--- src/verilog/csp_pkg.sv ---
// Constants, slots, command codes and states of the stack pointer unit.
// Function
// - Stack pointer is 16 bits wide and reaches the whole 64 K byte space.
// - Stack pointer has no reset value; software loads it before use.
// - Each pushed byte goes to the pointer address, then the pointer decrements.
// - A subroutine call pushes the return address low byte first.
// - The call's second push puts the return high byte one address lower.
// - An unmasked interrupt stacks every register except the stack pointer.
// - After interrupt stacking the vector is fetched and execution resumes there.
// - Return from interrupt pulls every saved register in exact reverse order.
// - Accumulators A and B can each be pushed and pulled as one byte.
// - Index registers X and Y can each be pushed and pulled as two bytes.
// - Separate commands add one to and subtract one from the pointer.
// - Moving X or Y to the pointer loads the index value minus one.
// - Moving the pointer to X or Y loads the pointer value plus one.
package csp_pkg;

  // ----------------------------------------------------------------
  // Widths and fixed adjustments
  // ----------------------------------------------------------------
  localparam int ADDR_W = 16;
  localparam int BYTE_W = 8;
  localparam int FRAME_BYTES = 9;
  localparam logic [15:0] PTR_STEP = 16'h0001;
  localparam logic [15:0] VECTOR_STEP = 16'h0001;
  localparam logic [15:0] ADDR_RST = 16'h0000;
  localparam logic [7:0] BYTE_RST = 8'h00;

  // ----------------------------------------------------------------
  // Frame slots, numbered in interrupt stacking order
  // ----------------------------------------------------------------
  localparam logic [3:0] SLOT_PCL = 4'h0;
  localparam logic [3:0] SLOT_PCH = 4'h1;
  localparam logic [3:0] SLOT_YL = 4'h2;
  localparam logic [3:0] SLOT_YH = 4'h3;
  localparam logic [3:0] SLOT_XL = 4'h4;
  localparam logic [3:0] SLOT_XH = 4'h5;
  localparam logic [3:0] SLOT_A = 4'h6;
  localparam logic [3:0] SLOT_B = 4'h7;
  localparam logic [3:0] SLOT_CCR = 4'h8;

  // ----------------------------------------------------------------
  // Sequence lengths in bytes
  // ----------------------------------------------------------------
  localparam logic [3:0] LEN_ONE = 4'h1;
  localparam logic [3:0] LEN_TWO = 4'h2;
  localparam logic [3:0] LEN_FRAME = 4'h9;

  // ----------------------------------------------------------------
  // Bits of the register load mask
  // ----------------------------------------------------------------
  localparam int LD_PC = 0;
  localparam int LD_X = 1;
  localparam int LD_Y = 2;
  localparam int LD_A = 3;
  localparam int LD_B = 4;
  localparam int LD_CC = 5;
  localparam logic [5:0] MASK_NONE = 6'h00;
  localparam logic [5:0] MASK_ALL = 6'h3F;

  // ----------------------------------------------------------------
  // Commands, pointer operations and sequencer states
  // ----------------------------------------------------------------
  typedef enum logic [4:0] {
    OP_PUSH_ACC_A = 5'h00,
    OP_PUSH_ACC_B = 5'h01,
    OP_PULL_ACC_A = 5'h02,
    OP_PULL_ACC_B = 5'h03,
    OP_PUSH_INDEX_X = 5'h04,
    OP_PUSH_INDEX_Y = 5'h05,
    OP_PULL_INDEX_X = 5'h06,
    OP_PULL_INDEX_Y = 5'h07,
    OP_PTR_INCREMENT = 5'h08,
    OP_PTR_DECREMENT = 5'h09,
    OP_INDEX_X_TO_PTR = 5'h0A,
    OP_INDEX_Y_TO_PTR = 5'h0B,
    OP_PTR_TO_INDEX_X = 5'h0C,
    OP_PTR_TO_INDEX_Y = 5'h0D,
    OP_SUBROUTINE_CALL = 5'h0E,
    OP_INTERRUPT = 5'h0F,
    OP_RETURN_FROM_INTERRUPT = 5'h10,
    OP_LOAD_PTR = 5'h11
  } csp_op_t;

  typedef enum logic [1:0] {
    PTR_HOLD = 2'h0,
    PTR_INC = 2'h1,
    PTR_DEC = 2'h2,
    PTR_LOAD = 2'h3
  } csp_ptr_op_t;

  typedef enum logic [2:0] {
    ST_IDLE = 3'h0,
    ST_PUSH = 3'h1,
    ST_PULL = 3'h2,
    ST_VECTOR = 3'h3,
    ST_RD_WAIT = 3'h4,
    ST_RD_CAPTURE = 3'h5,
    ST_FINISH = 3'h6
  } csp_state_t;

endpackage

--- src/verilog/csp_stack_ptr.sv ---
// Stack pointer register with increment, decrement and load.
module csp_stack_ptr #(
  parameter int PTR_WIDTH = 16
) (
  input wire logic ref_clk,
  input wire csp_pkg::csp_ptr_op_t ptrOp,
  input wire logic [15:0] ptrLoad,
  output logic [15:0] stackPtr
);
  import csp_pkg::*;

  logic [15:0] stackPtr_reg;
  logic [15:0] stackPtr_next;

  // ----------------------------------------------------------------
  // Elaboration check
  // ----------------------------------------------------------------
  // The sequencer drives a 16-bit bus, so only that width is served.
  if (PTR_WIDTH != ADDR_W) begin : g_width_check
    $error("csp_stack_ptr supports only a 16-bit pointer");
  end

  // ----------------------------------------------------------------
  // Pointer arithmetic
  // ----------------------------------------------------------------
  // Wraps modulo 64 K, so the stack may sit anywhere in memory.
  always_comb begin
    case (ptrOp)
      PTR_INC: stackPtr_next = stackPtr_reg + PTR_STEP;
      PTR_DEC: stackPtr_next = stackPtr_reg - PTR_STEP;
      PTR_LOAD: stackPtr_next = ptrLoad;
      PTR_HOLD: stackPtr_next = stackPtr_reg;
      default: stackPtr_next = stackPtr_reg;
    endcase
  end

  // Deliberately no reset: the pointer is undefined until software loads it.
  always_ff @(posedge ref_clk) begin
    stackPtr_reg <= stackPtr_next;
  end

  assign stackPtr = stackPtr_reg;

endmodule

--- src/verilog/csp_stack_unit.sv ---
// Stack sequencer: pushes, pulls, calls, interrupts and transfers.
module csp_stack_unit #(
  parameter int ADDR_WIDTH = 16
) (
  input wire logic ref_clk,
  input wire logic srst,
  input wire logic cmdValid,
  input wire csp_pkg::csp_op_t cmdOp,
  output logic cmdReady,
  input wire logic [15:0] pcIn,
  input wire logic [15:0] idxXIn,
  input wire logic [15:0] idxYIn,
  input wire logic [7:0] accAIn,
  input wire logic [7:0] accBIn,
  input wire logic [7:0] ccIn,
  input wire logic [15:0] ptrLoadIn,
  input wire logic [15:0] vectorAddrIn,
  output logic [15:0] memAddr,
  output logic [7:0] memWrData,
  output logic memWrEn,
  output logic memRdEn,
  input wire logic [7:0] memRdData,
  output logic [15:0] stackPtr,
  output logic doneStrobe,
  output logic [5:0] loadMask,
  output logic [15:0] pcOut,
  output logic [15:0] idxXOut,
  output logic [15:0] idxYOut,
  output logic [7:0] accAOut,
  output logic [7:0] accBOut,
  output logic [7:0] ccOut
);
  import csp_pkg::*;

  // ----------------------------------------------------------------
  // Elaboration check
  // ----------------------------------------------------------------
  if (ADDR_WIDTH != ADDR_W) begin : g_width_check
    $error("csp_stack_unit supports only a 16-bit address space");
  end

  // ----------------------------------------------------------------
  // Decoding functions
  // ----------------------------------------------------------------
  // Number of bytes moved by a memory-touching command.
  function automatic logic [3:0] opLength(input csp_op_t op);
    case (op)
      OP_PUSH_ACC_A, OP_PUSH_ACC_B, OP_PULL_ACC_A, OP_PULL_ACC_B: opLength = LEN_ONE;
      OP_PUSH_INDEX_X, OP_PUSH_INDEX_Y, OP_PULL_INDEX_X, OP_PULL_INDEX_Y,
      OP_SUBROUTINE_CALL: opLength = LEN_TWO;
      OP_INTERRUPT, OP_RETURN_FROM_INTERRUPT: opLength = LEN_FRAME;
      default: opLength = LEN_ONE;
    endcase
  endfunction

  // Frame slot written to memory at push step idx; low bytes go first.
  function automatic logic [3:0] pushSlot(input csp_op_t op, input logic [3:0] idx);
    case (op)
      OP_PUSH_ACC_A: pushSlot = SLOT_A;
      OP_PUSH_ACC_B: pushSlot = SLOT_B;
      OP_PUSH_INDEX_X: pushSlot = (idx == 4'h0) ? SLOT_XL : SLOT_XH;
      OP_PUSH_INDEX_Y: pushSlot = (idx == 4'h0) ? SLOT_YL : SLOT_YH;
      OP_SUBROUTINE_CALL: pushSlot = (idx == 4'h0) ? SLOT_PCL : SLOT_PCH;
      OP_INTERRUPT: pushSlot = idx;
      default: pushSlot = SLOT_A;
    endcase
  endfunction

  // Frame slot filled at pull step idx; always the mirror of the push order.
  function automatic logic [3:0] pullSlot(input csp_op_t op, input logic [3:0] idx);
    case (op)
      OP_PULL_ACC_A: pullSlot = SLOT_A;
      OP_PULL_ACC_B: pullSlot = SLOT_B;
      OP_PULL_INDEX_X: pullSlot = (idx == 4'h0) ? SLOT_XH : SLOT_XL;
      OP_PULL_INDEX_Y: pullSlot = (idx == 4'h0) ? SLOT_YH : SLOT_YL;
      OP_RETURN_FROM_INTERRUPT: pullSlot = SLOT_CCR - idx;
      default: pullSlot = SLOT_A;
    endcase
  endfunction

  // Registers handed back to the core when the command completes.
  function automatic logic [5:0] opMask(input csp_op_t op);
    opMask = MASK_NONE;
    case (op)
      OP_PULL_ACC_A: opMask[LD_A] = 1'b1;
      OP_PULL_ACC_B: opMask[LD_B] = 1'b1;
      OP_PULL_INDEX_X, OP_PTR_TO_INDEX_X: opMask[LD_X] = 1'b1;
      OP_PULL_INDEX_Y, OP_PTR_TO_INDEX_Y: opMask[LD_Y] = 1'b1;
      OP_INTERRUPT: opMask[LD_PC] = 1'b1;
      OP_RETURN_FROM_INTERRUPT: opMask = MASK_ALL;
      default: opMask = MASK_NONE;
    endcase
  endfunction

  // ----------------------------------------------------------------
  // State
  // ----------------------------------------------------------------
  csp_state_t state_reg, state_next;
  csp_op_t op_reg, op_next;
  logic [3:0] idx_reg, idx_next;
  logic [3:0] len_reg, len_next;
  logic vecLow_reg, vecLow_next;
  logic [15:0] vecAddr_reg, vecAddr_next;
  logic [7:0] frame_reg [FRAME_BYTES];
  logic [7:0] frame_next [FRAME_BYTES];
  logic [15:0] memAddr_reg, memAddr_next;
  logic [7:0] memWrData_reg, memWrData_next;
  logic memWrEn_reg, memWrEn_next;
  logic memRdEn_reg, memRdEn_next;
  logic cmdReady_reg, cmdReady_next;
  logic done_reg, done_next;
  logic [5:0] loadMask_reg, loadMask_next;
  csp_ptr_op_t ptrOp;
  logic [15:0] ptrLoad;
  logic [15:0] ptrPlusOne;
  logic cmdTaken;

  // ----------------------------------------------------------------
  // Stack pointer
  // ----------------------------------------------------------------
  csp_stack_ptr #(
    .PTR_WIDTH(ADDR_WIDTH)
  ) u_stack_ptr (
    .ref_clk(ref_clk),
    .ptrOp(ptrOp),
    .ptrLoad(ptrLoad),
    .stackPtr(stackPtr)
  );

  assign ptrPlusOne = stackPtr + PTR_STEP;
  assign cmdTaken = cmdValid && cmdReady_reg;

  // ----------------------------------------------------------------
  // Sequencer next state
  // ----------------------------------------------------------------
  // One byte moves per bus cycle; reads return data the cycle after memRdEn.
  always_comb begin
    state_next = state_reg;
    op_next = op_reg;
    idx_next = idx_reg;
    len_next = len_reg;
    vecLow_next = vecLow_reg;
    vecAddr_next = vecAddr_reg;
    frame_next = frame_reg;
    memAddr_next = memAddr_reg;
    memWrData_next = memWrData_reg;
    memWrEn_next = 1'b0;
    memRdEn_next = 1'b0;
    cmdReady_next = cmdReady_reg;
    done_next = 1'b0;
    loadMask_next = MASK_NONE;
    ptrOp = PTR_HOLD;
    ptrLoad = stackPtr;
    case (state_reg)
      ST_IDLE: begin
        cmdReady_next = 1'b1;
        if (cmdTaken) begin
          // Snapshot the whole register set so a push never sees a moving source.
          frame_next[SLOT_PCL] = pcIn[7:0];
          frame_next[SLOT_PCH] = pcIn[15:8];
          frame_next[SLOT_YL] = idxYIn[7:0];
          frame_next[SLOT_YH] = idxYIn[15:8];
          frame_next[SLOT_XL] = idxXIn[7:0];
          frame_next[SLOT_XH] = idxXIn[15:8];
          frame_next[SLOT_A] = accAIn;
          frame_next[SLOT_B] = accBIn;
          frame_next[SLOT_CCR] = ccIn;
          op_next = cmdOp;
          idx_next = 4'h0;
          len_next = opLength(cmdOp);
          vecLow_next = 1'b0;
          vecAddr_next = vectorAddrIn;
          case (cmdOp)
            OP_PTR_INCREMENT: begin
              ptrOp = PTR_INC;
              done_next = 1'b1;
            end
            OP_PTR_DECREMENT: begin
              ptrOp = PTR_DEC;
              done_next = 1'b1;
            end
            OP_INDEX_X_TO_PTR: begin
              ptrOp = PTR_LOAD;
              ptrLoad = idxXIn - PTR_STEP;
              done_next = 1'b1;
            end
            OP_INDEX_Y_TO_PTR: begin
              ptrOp = PTR_LOAD;
              ptrLoad = idxYIn - PTR_STEP;
              done_next = 1'b1;
            end
            OP_LOAD_PTR: begin
              ptrOp = PTR_LOAD;
              ptrLoad = ptrLoadIn;
              done_next = 1'b1;
            end
            OP_PTR_TO_INDEX_X: begin
              frame_next[SLOT_XL] = ptrPlusOne[7:0];
              frame_next[SLOT_XH] = ptrPlusOne[15:8];
              done_next = 1'b1;
              loadMask_next = opMask(cmdOp);
            end
            OP_PTR_TO_INDEX_Y: begin
              frame_next[SLOT_YL] = ptrPlusOne[7:0];
              frame_next[SLOT_YH] = ptrPlusOne[15:8];
              done_next = 1'b1;
              loadMask_next = opMask(cmdOp);
            end
            OP_PUSH_ACC_A, OP_PUSH_ACC_B, OP_PUSH_INDEX_X, OP_PUSH_INDEX_Y,
            OP_SUBROUTINE_CALL, OP_INTERRUPT: begin
              state_next = ST_PUSH;
              cmdReady_next = 1'b0;
            end
            OP_PULL_ACC_A, OP_PULL_ACC_B, OP_PULL_INDEX_X, OP_PULL_INDEX_Y,
            OP_RETURN_FROM_INTERRUPT: begin
              state_next = ST_PULL;
              cmdReady_next = 1'b0;
            end
            default: begin
              done_next = 1'b1;
            end
          endcase
        end
      end
      ST_PUSH: begin
        // Write at the current pointer, then step it down to the next free byte.
        memAddr_next = stackPtr;
        memWrData_next = frame_reg[pushSlot(op_reg, idx_reg)];
        memWrEn_next = 1'b1;
        ptrOp = PTR_DEC;
        idx_next = idx_reg + 4'h1;
        if (idx_reg == len_reg - 4'h1) begin
          state_next = (op_reg == OP_INTERRUPT) ? ST_VECTOR : ST_FINISH;
        end
      end
      ST_PULL: begin
        // Step the pointer up first and read from the address it now holds.
        ptrOp = PTR_INC;
        memAddr_next = ptrPlusOne;
        memRdEn_next = 1'b1;
        state_next = ST_RD_WAIT;
      end
      ST_VECTOR: begin
        // Vector is stored high byte first, like every 16-bit word in memory.
        memAddr_next = vecLow_reg ? (vecAddr_reg + VECTOR_STEP) : vecAddr_reg;
        memRdEn_next = 1'b1;
        state_next = ST_RD_WAIT;
      end
      ST_RD_WAIT: begin
        state_next = ST_RD_CAPTURE;
      end
      ST_RD_CAPTURE: begin
        if (op_reg == OP_INTERRUPT) begin
          frame_next[vecLow_reg ? SLOT_PCL : SLOT_PCH] = memRdData;
          vecLow_next = 1'b1;
          state_next = vecLow_reg ? ST_FINISH : ST_VECTOR;
        end else begin
          frame_next[pullSlot(op_reg, idx_reg)] = memRdData;
          idx_next = idx_reg + 4'h1;
          state_next = (idx_reg == len_reg - 4'h1) ? ST_FINISH : ST_PULL;
        end
      end
      ST_FINISH: begin
        done_next = 1'b1;
        loadMask_next = opMask(op_reg);
        cmdReady_next = 1'b1;
        state_next = ST_IDLE;
      end
      default: begin
        state_next = ST_IDLE;
        cmdReady_next = 1'b0;
      end
    endcase
  end

  // ----------------------------------------------------------------
  // Sequencer registers
  // ----------------------------------------------------------------
  // The frame is reset too, so result outputs are defined from reset.
  always_ff @(posedge ref_clk) begin
    if (srst) begin
      state_reg <= ST_IDLE;
      op_reg <= OP_PUSH_ACC_A;
      idx_reg <= 4'h0;
      len_reg <= LEN_ONE;
      vecLow_reg <= 1'b0;
      vecAddr_reg <= ADDR_RST;
      for (int i = 0; i < FRAME_BYTES; i++) begin
        frame_reg[i] <= BYTE_RST;
      end
      memAddr_reg <= ADDR_RST;
      memWrData_reg <= BYTE_RST;
      memWrEn_reg <= 1'b0;
      memRdEn_reg <= 1'b0;
      cmdReady_reg <= 1'b0;
      done_reg <= 1'b0;
      loadMask_reg <= MASK_NONE;
    end else begin
      state_reg <= state_next;
      op_reg <= op_next;
      idx_reg <= idx_next;
      len_reg <= len_next;
      vecLow_reg <= vecLow_next;
      vecAddr_reg <= vecAddr_next;
      frame_reg <= frame_next;
      memAddr_reg <= memAddr_next;
      memWrData_reg <= memWrData_next;
      memWrEn_reg <= memWrEn_next;
      memRdEn_reg <= memRdEn_next;
      cmdReady_reg <= cmdReady_next;
      done_reg <= done_next;
      loadMask_reg <= loadMask_next;
    end
  end

  // ----------------------------------------------------------------
  // Outputs
  // ----------------------------------------------------------------
  // All outputs are flip-flops; 16-bit results join two frame bytes.
  assign cmdReady = cmdReady_reg;
  assign memAddr = memAddr_reg;
  assign memWrData = memWrData_reg;
  assign memWrEn = memWrEn_reg;
  assign memRdEn = memRdEn_reg;
  assign doneStrobe = done_reg;
  assign loadMask = loadMask_reg;
  assign pcOut = {frame_reg[SLOT_PCH], frame_reg[SLOT_PCL]};
  assign idxXOut = {frame_reg[SLOT_XH], frame_reg[SLOT_XL]};
  assign idxYOut = {frame_reg[SLOT_YH], frame_reg[SLOT_YL]};
  assign accAOut = frame_reg[SLOT_A];
  assign accBOut = frame_reg[SLOT_B];
  assign ccOut = frame_reg[SLOT_CCR];

endmodule
--- config.mk ---
export PLATFORM = sky130hd
export DESIGN_NAME = csp_stack_unit
export DESIGN_NICKNAME = d
export VERILOG_FILES = /design/src/verilog/csp_pkg.sv /design/src/verilog/csp_stack_ptr.sv /design/src/verilog/csp_stack_unit.sv
export SDC_FILE = /design/constraint.sdc
export NUM_CORES = 1
export LEC_CHECK = 0
export BUFFER_PORTS_ARGS = -buffer_cell sky130_fd_sc_hd__buf_2
export CAP_MARGIN = 20
export CORE_MARGIN = 5
export CORE_UTILIZATION = 55
export CTS_CLUSTER_SIZE = 12
export DETAILED_ROUTE_END_ITERATION = 8
export PLACE_DENSITY = 0.82
export SYNTH_ARGS = -nofsm -noshare
export SYNTH_HDL_FRONTEND = slang
export SYNTH_SLANG_ARGS = --single-unit
--- constraint.sdc ---
create_clock -name ref_clk -period 3.6 [get_ports ref_clk]
set_clock_uncertainty 0.15 [all_clocks]
set_input_delay 0.18 -clock ref_clk [delete_from_list [all_inputs] [get_ports ref_clk]]
set_output_delay 0.18 -clock ref_clk [all_outputs]
set_load 0.01 [all_outputs]
==> summary.txt <==
Placed design
  • DP Area: 11500 sq um
  • RD Place Congestion: 0.975
  • HPWL Detailed: 28200 microns
  • Port-buffer cells: 241

Clock network
  • H-tree levels: 4
  • Cell at the root of the clock tree: clkbuf_16
  • Number of CTS-inserted buffers: 17
  • CTS tree: yes
  • Clk slew on worst S/H paths: 0.06 ns
  • Worst skew pair latency: 0.43 ns
  • Clk buf depth: 2
  • Clk sinks: 154

Critical path
  • Worst Reg2Reg Path Length in Cells: 7
  • Critical path type: flop to flop
  • CP cell instances: and4b_1, a21oi_1, nand4_1, buf_4, nand2_1, o221a_2, dlygate4sd3_1
  • Slowest cell on crit path: a21oi_1
  • Worst R2R Setup Slack: 0.01 ns
  • Setup crit end kind: flop
  • CP peak stage delay: 0.90 ns
  • Worst Setup Start Kind: flop
  • Critical path buffer and inverter count: 2
  • WP data required: 3.82 ns
  • Reg-to-Reg Start: op_reg[1]
  • CP Max Fanout: 23
  • Worst reg2reg path endpoint: ccOut[7]
  • Worst path arrival time: 3.81 ns
  • Family with the most delay on the worst path: compound AO/OA/AOI/OAI gates

Timing
  • Max Freq: 279 MHz
  • Setup violations, final: 0
  • Pins over their slew limit: 0
  • Minimum clock period: 3.59 ns
  • Tcrit/Tclk final: 99.7%
  • RSZ-0062 raised after global routing: no
  • Final-report hold violation count: 0
  • Slew @ Worst Pin: 1.11 ns
  • Setup TNS: 0 ns
  • Max_slew headroom: 25.9%

Floorplanning
  • Initial Utilization: 56.1%
  • Die area: 21300 sq um
  • Die height: 146 microns
  • IO Pins: 242
  • Die span in x: 146 microns
  • Row Count: 49
  • Core area: 18100 sq um

Job
  • Max Cap Viol: 0

Power and ir drop
  • Pleak: 5.15 nW
  • PwrDens: 740 nW/um^2
  • VDD IR-drop max: 0.388 mV

GRT
  • GRT overflow: 0
  • Met3 usage: 7.63%
  • Gr busiest metal: met2
  • Met1 Track Usage GR: 48.9%
  • Total track usage: 35.9%
  • Vias in the first global route: 11000
  • Largest net degree at the start of global routing: 73
  • GR Util met2: 54.3%
  • First-pass GRT wire length: 62200 microns
  • Initial antenna violation count: 5

Detailed routing
  • Router iterations before antenna repair: 6
  • Total number of vias: 11800
  • DR DRC count: 0
  • Routed len/inst: 22.6 microns
  • Post-route ant nets: 0
  • Final wirelength: 40100 microns
  • 1st-iter DRT viols: 1878
  • Drt via density: 6.68

Yosys
  • Primary FF master, synth: dfxtp_1
  • Avg Cell Area, Syn: 8.01 sq um
  • Count of state elements after synthesis: 154
  • Post-synth top area cell: dfxtp_1
  • Synth top cells by count: dfxtp_1, nand2_1, nor2_1, a21oi_1, nor3_1
  • Warnings from Yosys: 0
  • Post-synth ARST share: 0%
  • Mapped Cells: 1267
  • Mapped Nets: 1394
  • Seq/Total Area, Yosys: 32.0%
  • Yosys cell types: 85
  • Top cells by area, synth: dfxtp_1, edfxtp_1, a21oi_1
  • Most used standard cell by instance count after synthesis: dfxtp_1
  • Post-synth EDFFs: 16
  • Area fraction of the dominant cell type after synthesis: 27.2%
  • Synthesized cell area: 10100 sq um

Cells and area
  • Layout cells sized above 1: 24.4%
  • Layout Nets: 1649
  • Cell area after layout: 12800 sq um
  • Area growth syn-to-layout: 25.7%

Worst hold path
  • Worst hold start: cmdOp[4]
  • Hold Crit Depth: 3
  • Worst hold path class: input port to flop
  • Hold path endpoint: op_reg[4]

Status
  • Outcome: completed
## cell usage in the layout, fill, tap and decap left out, types with 20 or more instances in the layout
master,synthesis,layout
buf_2,12,240
dfxtp_1,138,137
nand2_1,103,103
nor2_1,99,98
a21oi_1,90,90
nor3_1,84,83
dlygate4sd3_1,0,69
nor2b_1,52,52
o21ai_0,51,49
a211oi_1,40,40
a221oi_1,38,38
mux2i_1,36,36
mux2_2,35,35
nand3_1,32,32
xnor2_1,30,30
buf_4,1,29
inv_1,25,25
xor2_1,25,25
o22ai_1,20,20
## how the worst max path moves through the flow
| stage | startpoint | to | slack [ns] | cells after the start |
|---|---|---|---|---|
| 2_1_floorplan | cmdOp[3] | u_stack_ptr.stackPtr[4] | 0.48 | 12 |
| 3_3_place_gp | op_reg[1] | pcOut[0] | 0.56 | 6 |
| 3_5_place_dp | op_reg[1] | pcOut[10] | 0.48 | 6 |
| 4_1_cts | op_reg[1] | ccOut[7] | 0.22 | 7 |
| 5_1_grt | op_reg[1] | ccOut[7] | 0.005 | 7 |
| 6_report | op_reg[1] | ccOut[7] | 0.01 | 7 |
## what timing repair did
item / 4_1_cts / 5_1_grt
buffers inserted: 0 / 0
endpoints found under the hold margin: 54 / 0
resized for setup: 0 / 1
endpoints found under the setup margin: 0 / 1
hold buffers: 69 / 0
## per-stage QoR
step                total power [mW]  hold WS (ns)  setup slack (ns)  cells  util (%)
detailed placement              7.33         0.278             0.483   1663      63.3
floorplan                       5.74         0.127             0.481   1267         -
CTS                             9.26      0.000615             0.220   1764      70.4
global placement                7.24         0.271             0.562   1663      63.3
finish                          9.45        0.0109            0.0112   1770      70.5
global route                    9.89        0.0387           0.00493   1770      70.5
## logic make-up (layout without fill, tap and decap cells)
| group | Yosys count | after routing | synth area share (%) |
|---|---|---|---|
| multiplexers | 71 | 71 | 7.43 |
| AO/OA/AOI/OAI | 377 | 377 | 26.3 |
| buffers and inverters | 130 | 398 | 5.07 |
| XOR/XNOR | 55 | 55 | 4.75 |
| AND/OR/NAND/NOR | 473 | 473 | 23.6 |
| adder cells (fa/ha/maj) | 7 | 7 | 0.863 |
| other | 0 | 6 | 0 |
| flip-flops | 154 | 154 | 32.0 |
## report_power, final
part           leakage (nW)  total [mW]  internal (mW)  switching [mW]
Combinational          3.58        4.41           1.78            2.63
Sequential             1.28        3.20           2.41           0.797
Clock                 0.288        1.83           1.04           0.784
## worst reg2reg max path, delay by kind of cell (launching register included)
kind,cells,cell delay [ns]
buffers and inverters,2,0.79
AO/OA/AOI/OAI,2,1.16
AND/OR/NAND/NOR,3,0.87
flip-flops,1,0.55
## layout make-up
class	instances	area, sq um
antenna	6	15.0
clock buffer	22	485
clock inverter	10	106
fill	1448	5330
inverter	28	105
multi-input combinational	983	6400
sequential	154	3240
tap	229	287
timing repair buffer	338	2110
## metal layers
metal,routed length (microns),part of all wire [%]
met1,15800,39
met2,17500,44
met3,4640,12
met4,2120,5.3
met5,0,0
(Power assumes the default switching activity.)
